--- config.mk ---
export PLATFORM = sky130hd
export DESIGN_NAME = hscb_regs
export DESIGN_NICKNAME = d
export VERILOG_FILES = /design/src/core/hscb_pkg.sv /design/src/core/hscb_regs.sv
export VERILOG_INCLUDE_DIRS = /design/src /design/src/core
export SDC_FILE = /design/constraint.sdc
export NUM_CORES = 2
export LEC_CHECK = 0
export BUFFER_PORTS_ARGS = -buffer_cell sky130_fd_sc_hd__buf_4
export CAP_MARGIN = 20
export CELL_PAD_IN_SITES_DETAIL_PLACEMENT = 0
export CELL_PAD_IN_SITES_GLOBAL_PLACEMENT = 1
export CORE_MARGIN = 2
export CORE_UTILIZATION = 59
export CTS_CLUSTER_SIZE = 25
export DETAILED_ROUTE_END_ITERATION = 16
export GPL_TIMING_DRIVEN = 0
export PLACE_DENSITY_LB_ADDON = 0.1
export SLEW_MARGIN = 20
export SYNTH_ARGS = -nofsm -noshare
export SYNTH_HDL_FRONTEND = slang
export SYNTH_SLANG_ARGS = --single-unit
export TNS_END_PERCENT = 1
--- constraint.sdc ---
create_clock -name mclk_i -period 4.9 [get_ports mclk_i]
set_input_delay 1.47 -clock mclk_i [delete_from_list [all_inputs] [get_ports mclk_i]]
set_output_delay 1.47 -clock mclk_i [all_outputs]
set_load 0.02 [all_outputs]
--- src/core/hscb_defs.svh ---
`ifndef HSCB_DEFS_SVH
`define HSCB_DEFS_SVH
// register byte offsets
`define HSCB_PROD_BASE 8'h54
`define HSCB_PROD_LAST 8'h91
`define HSCB_SER_BASE 8'h92
`define HSCB_SER_LAST 8'hcf
`define HSCB_CHG_OFS 8'hd0
`define HSCB_BOOST_OFS 8'hf6
`define HSCB_PLEN_OFS 8'h14
// field layout
`define HSCB_CHG_MASK 8'h1e
`define HSCB_BOOST_MASK 8'h03
`define HSCB_PLEN_MAX 8'h1f
// reset values
`define HSCB_CHG_RST 8'h00
`define HSCB_BOOST_RST 8'h00
`define HSCB_PLEN_RST 8'h00
`define HSCB_STR_RST 8'h00
`endif

--- src/core/hscb_pkg.sv ---
package hscb_pkg;
    typedef enum logic [1:0] {
        HSCB_BOOST_NORMAL = 2'h0,
        HSCB_BOOST_LOW = 2'h1,
        HSCB_BOOST_MED = 2'h2,
        HSCB_BOOST_HIGH = 2'h3
    } hscb_boost_t;
endpackage

--- src/core/hscb_regs.sv ---
`timescale 1ns/1ns
`default_nettype none
`include "hscb_defs.svh"
module hscb_regs #(
    parameter int STR_BYTES = 62
) (
    input wire logic mclk_i,                 // 125 MHz clock
    input wire logic nrst_i,                 // async reset, low
    input wire logic cfg_wr_i,               // config write strobe
    input wire logic [7:0] cfg_addr_i,       // config byte address
    input wire logic [7:0] cfg_wdata_i,      // config write data
    output logic [7:0] cfg_rdata_o,          // config read data
    input wire logic [4:0] prod_char_i,      // core product char index
    input wire logic [4:0] ser_char_i,       // core serial char index
    output logic [15:0] prod_char_o,         // product character
    output logic [15:0] ser_char_o,          // serial character
    output logic [4:0] product_text_length_o,// product length
    output logic [3:0] charging_port_enables_o, // ports 4..1
    output hscb_pkg::hscb_boost_t upstream_drive_level_field_o // boost
);
    import hscb_pkg::*;

    //----------------------------------------
    // state
    //----------------------------------------
    // one packed record keeps every flop under the single reset below
    typedef struct packed {
        logic [STR_BYTES-1:0][7:0] prod;
        logic [STR_BYTES-1:0][7:0] ser;
        logic [7:0] chg;
        logic [7:0] boost;
        logic [7:0] plen;
        logic [7:0] rdata;
        logic [15:0] pch;
        logic [15:0] sch;
    } hscb_state_t;

    hscb_state_t st_r;
    hscb_state_t st_nxt;
    logic [7:0] poff;
    logic [7:0] soff;
    logic [7:0] pidx;
    logic [7:0] sidx;

    //----------------------------------------
    // address decode
    //----------------------------------------
    // wraps below the base; the range tests keep such offsets unused
    assign poff = cfg_addr_i - `HSCB_PROD_BASE;
    assign soff = cfg_addr_i - `HSCB_SER_BASE;
    // character n at bytes 2n, 2n+1
    assign pidx = {2'h0, prod_char_i, 1'b0};
    assign sidx = {2'h0, ser_char_i, 1'b0};

    //----------------------------------------
    // next state
    //----------------------------------------
    always_comb begin
        st_nxt = st_r;
        if (cfg_wr_i) begin
            if (cfg_addr_i >= `HSCB_PROD_BASE && cfg_addr_i <= `HSCB_PROD_LAST) begin
                st_nxt.prod[poff[5:0]] = cfg_wdata_i;
            end
            if (cfg_addr_i >= `HSCB_SER_BASE && cfg_addr_i <= `HSCB_SER_LAST) begin
                st_nxt.ser[soff[5:0]] = cfg_wdata_i;
            end
            if (cfg_addr_i == `HSCB_CHG_OFS) begin
                st_nxt.chg = cfg_wdata_i & `HSCB_CHG_MASK;
            end
            if (cfg_addr_i == `HSCB_BOOST_OFS) begin
                st_nxt.boost = cfg_wdata_i & `HSCB_BOOST_MASK;
            end
            // clamp, not wrap, so a long length never runs past the area
            // length saturates at 31
            if (cfg_addr_i == `HSCB_PLEN_OFS) begin
                st_nxt.plen = (cfg_wdata_i > `HSCB_PLEN_MAX) ? `HSCB_PLEN_MAX : cfg_wdata_i;
            end
        end
        // reads see the value before a same-cycle write
        // readback; unmapped reads zero
        if (cfg_addr_i >= `HSCB_PROD_BASE && cfg_addr_i <= `HSCB_PROD_LAST) begin
            st_nxt.rdata = st_r.prod[poff[5:0]];
        end else if (cfg_addr_i >= `HSCB_SER_BASE && cfg_addr_i <= `HSCB_SER_LAST) begin
            st_nxt.rdata = st_r.ser[soff[5:0]];
        end else if (cfg_addr_i == `HSCB_CHG_OFS) begin
            st_nxt.rdata = st_r.chg;
        end else if (cfg_addr_i == `HSCB_BOOST_OFS) begin
            st_nxt.rdata = st_r.boost;
        end else if (cfg_addr_i == `HSCB_PLEN_OFS) begin
            st_nxt.rdata = st_r.plen;
        end else begin
            st_nxt.rdata = 8'h00;
        end
        // index 31 has no bytes behind it, so it answers zero
        // high byte at next address
        if (prod_char_i < 5'h1f) begin
            st_nxt.pch = {st_r.prod[pidx[5:0] + 6'h01], st_r.prod[pidx[5:0]]};
        end else begin
            st_nxt.pch = 16'h0000;
        end
        if (ser_char_i < 5'h1f) begin
            st_nxt.sch = {st_r.ser[sidx[5:0] + 6'h01], st_r.ser[sidx[5:0]]};
        end else begin
            st_nxt.sch = 16'h0000;
        end
    end

    //----------------------------------------
    // state register
    //----------------------------------------
    // async clear; every field restarts at zero
    always_ff @(posedge mclk_i or negedge nrst_i) begin
        if (!nrst_i) begin
            st_r <= '0;
        end else begin
            st_r <= st_nxt;
        end
    end

    //----------------------------------------
    // outputs
    //----------------------------------------
    // all outputs come straight from flops, no decode glitches
    assign cfg_rdata_o = st_r.rdata;
    assign prod_char_o = st_r.pch;
    assign ser_char_o = st_r.sch;
    assign product_text_length_o = st_r.plen[4:0];
    assign charging_port_enables_o = st_r.chg[4:1];
    assign upstream_drive_level_field_o = hscb_boost_t'(st_r.boost[1:0]);
endmodule // hscb_regs
`default_nettype wire

==> impl_metrics.json <==
{
  "path_delay_family": "buffers and inverters",
  "syn-num-nets": 3802,
  "regToRegSetupSlack_ns": 2.05,
  "drv_cap": 0,
  "setup_viol": 121,
  "path_buf_inv": 5,
  "avgSynthCellArea_sq_um": 14.9,
  "vias": 40700,
  "hold_viol": 0,
  "worst_pin_slew_ns": 1.36,
  "crit_required_ns": 5.50,
  "setup_tns_ns": -6.87,
  "avgRoutedWirePerCell_um": 44.5,
  "synth_edf_count": 0,
  "setup.worst_path.class": "primary input to flop",
  "min_path_type": "flop to flop",
  "grt_pass1_vias": 40700,
  "async_flop_share": 1.00,
  "powerDensity_nw_per_um2": 353,
  "synth_top_flop_cell": "dfrtp_1",
  "syn_inst": 3766,
  "outcome": "finished with violations",
  "setup_ws_ns": -0.171,
  "dr.pass1.iters": 8,
  "fp.dieArea_sq_um": 97800,
  "cp_slowest_stage_delay_ns": 0.91,
  "rows": 113,
  "yosys-top-cells-area": "dfrtp_1 (47%), mux2_2 (21%), mux4_2 (19%)",
  "grt_overflow": 0,
  "peakVddDrop_v": 0.000382,
  "worstSkewPairLatency_ns": 0.72,
  "wirelength_mm": 237,
  "violations": "negative setup slack",
  "routed_via_density": 7.62,
  "fill_cells": 6676,
  "worst_setup_path_end_kind": "flop",
  "core_region_area_sq_um": 94700,
  "reg2reg_from": "st_r[190]$_DFFE_PN0P_",
  "syn_area_sq_um": 56300,
  "cts_sinks": 1046,
  "cp.depth": 8,
  "clock_path_buffers": 3,
  "min_path_cells": 1,
  "io_pins": 80,
  "layout_worst_path_cycle_share": 1.03,
  "initial_utilization": 0.594,
  "cts.reportedPaths.clkPinSlew_ns": 0.06,
  "drtIter0Drc": 6058,
  "post-route-drc-count": 0,
  "period_needed_ns": 5.07,
  "yosys.area.top_type": "dfrtp_1",
  "die_x_um": 313,
  "leakagePower_nw": 29.0,
  "antenna_found_initial": 24,
  "cts_tree": "yes",
  "worstSetupEndpoint": "st_r[654]$_DFFE_PN0P_",
  "r2r-end": "cfg_rdata_o[6]$_DFF_PN0_",
  "layout-drive-gt1-share": 0.522,
  "fin_worst_skew_ns": 0.0156,
  "grt_pass1_wl_mm": 329,
  "globalplace.congestion": 1.17,
  "syn_to_final_growth_pct": 12.1,
  "rsz0062_at_grt": "no",
  "nets": 3987,
  "crit_top_cell": "buf_4",
  "ff2ff_path_depth": 6,
  "post-cts-setup-buffer-count": 0,
  "cts_buffers": 112,
  "die_h_um": 313,
  "crit_fanout": 11,
  "crit_start": "cfg_addr_i[0]",
  "yosys_warnings": 0,
  "fin_util": 0.666,
  "synth_top_area_frac": 0.465,
  "fmax_mhz": 197,
  "ys_types": 81,
  "yosys.cell_count.top_type": "mux2_2",
  "cp.arrival_ns": 5.67,
  "grtUsageTotal": 0.492,
  "htreeDepth": 3,
  "root_buffer": "clkbuf_16",
  "ctsHoldBuffers": 0,
  "antenna_left": 0,
  "netlist_top_cells_count": "mux2_2 (1,056), dfrtp_1 (1,046), mux4_2 (477)",
  "multi_input_area_sq_um": 28300,
  "worstPathCellList": "buf_4, buf_4, buf_2, buf_4, buf_4, nand2_1, nor2_2, mux2_2",
  "synth_seq_cells": 1046,
  "yosysSeqAreaShare": 0.465,
  "grt_max_degree": 158,
  "dp_hpwl_mm": 170,
  "seqCellArea_sq_um": 26200,
  "startpoint_type": "primary input",
  "slew_headroom": 0.0919,
  "crit_slowest_cell": "nor2_2",
  "numPortBuffers": 64,
  "finalMaxSlewViolations": 0
}
kinds of logic after synthesis:
kind of cell / Yosys count / share of synthesized area
AND/OR/NAND/NOR: 392 / 0.0351
buffers and inverters: 376 / 0.0345
multiplexers: 1680 / 0.431
AO/OA/AOI/OAI: 258 / 0.0316
adder cells (fa/ha/maj): 7 / 0.00156
XOR/XNOR: 7 / 0.00109
flip-flops: 1046 / 0.465
registers in the layout (all words and copies together), names as in the netlist:
signal,cells
upstream_drive_level_field_o,2
prod_char_o,16
st_r,995
cfg_rdata_o,8
charging_port_enables_o,4
product_text_length_o,5
ser_char_o,16
layer usage:
layer | part of all wire | routed length [um] | vias to the layer above | GRT usage
li1 | - | - | 14900 | -
met1 | 0.34 | 80200 | 21200 | 0.601
met2 | 0.43 | 102000 | 3441 | 0.709
met3 | 0.13 | 30200 | 1049 | 0.176
met4 | 0.11 | 25000 | 10 | 0.395
met5 | 0.00032 | 76 | - | 0
worst register-to-register path, delay by kind of cell (launching register included):
| family | cells | cell delay (ns) |
|---|---|---|
| multiplexers | 2 | 0.99 |
| AO/OA/AOI/OAI | 2 | 0.36 |
| AND/OR/NAND/NOR | 2 | 0.93 |
| flip-flops | 1 | 0.40 |
placed cells by master (no fill, tap or decap), types with 25 or more instances in the layout:
master	synthesis	final
a211oi_1	31	27
a21oi_1	34	32
buf_2	55	65
buf_4	77	145
clkbuf_1	173	169
clkbuf_16	0	117
clkinv_2	0	25
dfrtp_1	1046	1046
mux2_2	1056	1056
mux2i_1	135	128
mux4_2	477	477
nand2_1	171	168
nor2_1	34	33
nor2_2	62	62
nor3_1	27	27
o21ai_0	59	57
o22ai_1	33	32
report_power, final:
part / switching (W) / internal [W] / total [W]
logic: 0.00197 / 0.00130 / 0.00327
registers: 0.000423 / 0.00916 / 0.00958
clock network: 0.00374 / 0.00566 / 0.00941
worst min-delay path by stage:
| stage | startpoint | to | slack [ns] |
|---|---|---|---|
| after floorplan | st_r[45]$_DFFE_PN0P_ | st_r[45]$_DFFE_PN0P_ | 0.45 |
| after global placement | st_r[45]$_DFFE_PN0P_ | st_r[45]$_DFFE_PN0P_ | 0.47 |
| after detailed placement | st_r[45]$_DFFE_PN0P_ | st_r[45]$_DFFE_PN0P_ | 0.48 |
| after CTS | st_r[46]$_DFFE_PN0P_ | st_r[46]$_DFFE_PN0P_ | 0.49 |
| after global routing | st_r[45]$_DFFE_PN0P_ | st_r[45]$_DFFE_PN0P_ | 0.53 |
| final | st_r[45]$_DFFE_PN0P_ | st_r[45]$_DFFE_PN0P_ | 0.49 |
cell type report:
| cell class | instances | share of cell area |
|---|---|---|
| Timing Repair Buffer | 76 | 0.0130 |
| Tap cell | 1265 | 0.0251 |
| Sequential cell | 1046 | 0.415 |
| Multi-Input combinational cell | 2344 | 0.449 |
| Antenna cell | 19 | 0.000754 |
| Clock buffer | 157 | 0.0515 |
| Clock inverter | 55 | 0.0128 |
| Inverter | 11 | 0.000655 |
| Buffer | 360 | 0.0320 |
through the flow:
step	area (sq um)	worst slack [ns]	instances	total power, W	hold WS (ns)
finish	63100	-0.171	5333	0.0223	0.490
global route	63000	0.00524	5315	0.0227	0.529
CTS	62900	0.00749	5314	0.0221	0.492
detailed placement	58700	-3.14	5106	0.0128	0.479
global placement	58300	-9.24	5095	0.0127	0.470
floorplan	56300	0.372	3766	0.0113	0.454
what timing repair did:
item | 4_1_cts | 5_1_grt
gates cloned | 1 | 0
gates resized for setup | 52 | 21
setup endpoints to repair | 1000 | 10
No activity file was read; power rests on OpenSTA's default activity.
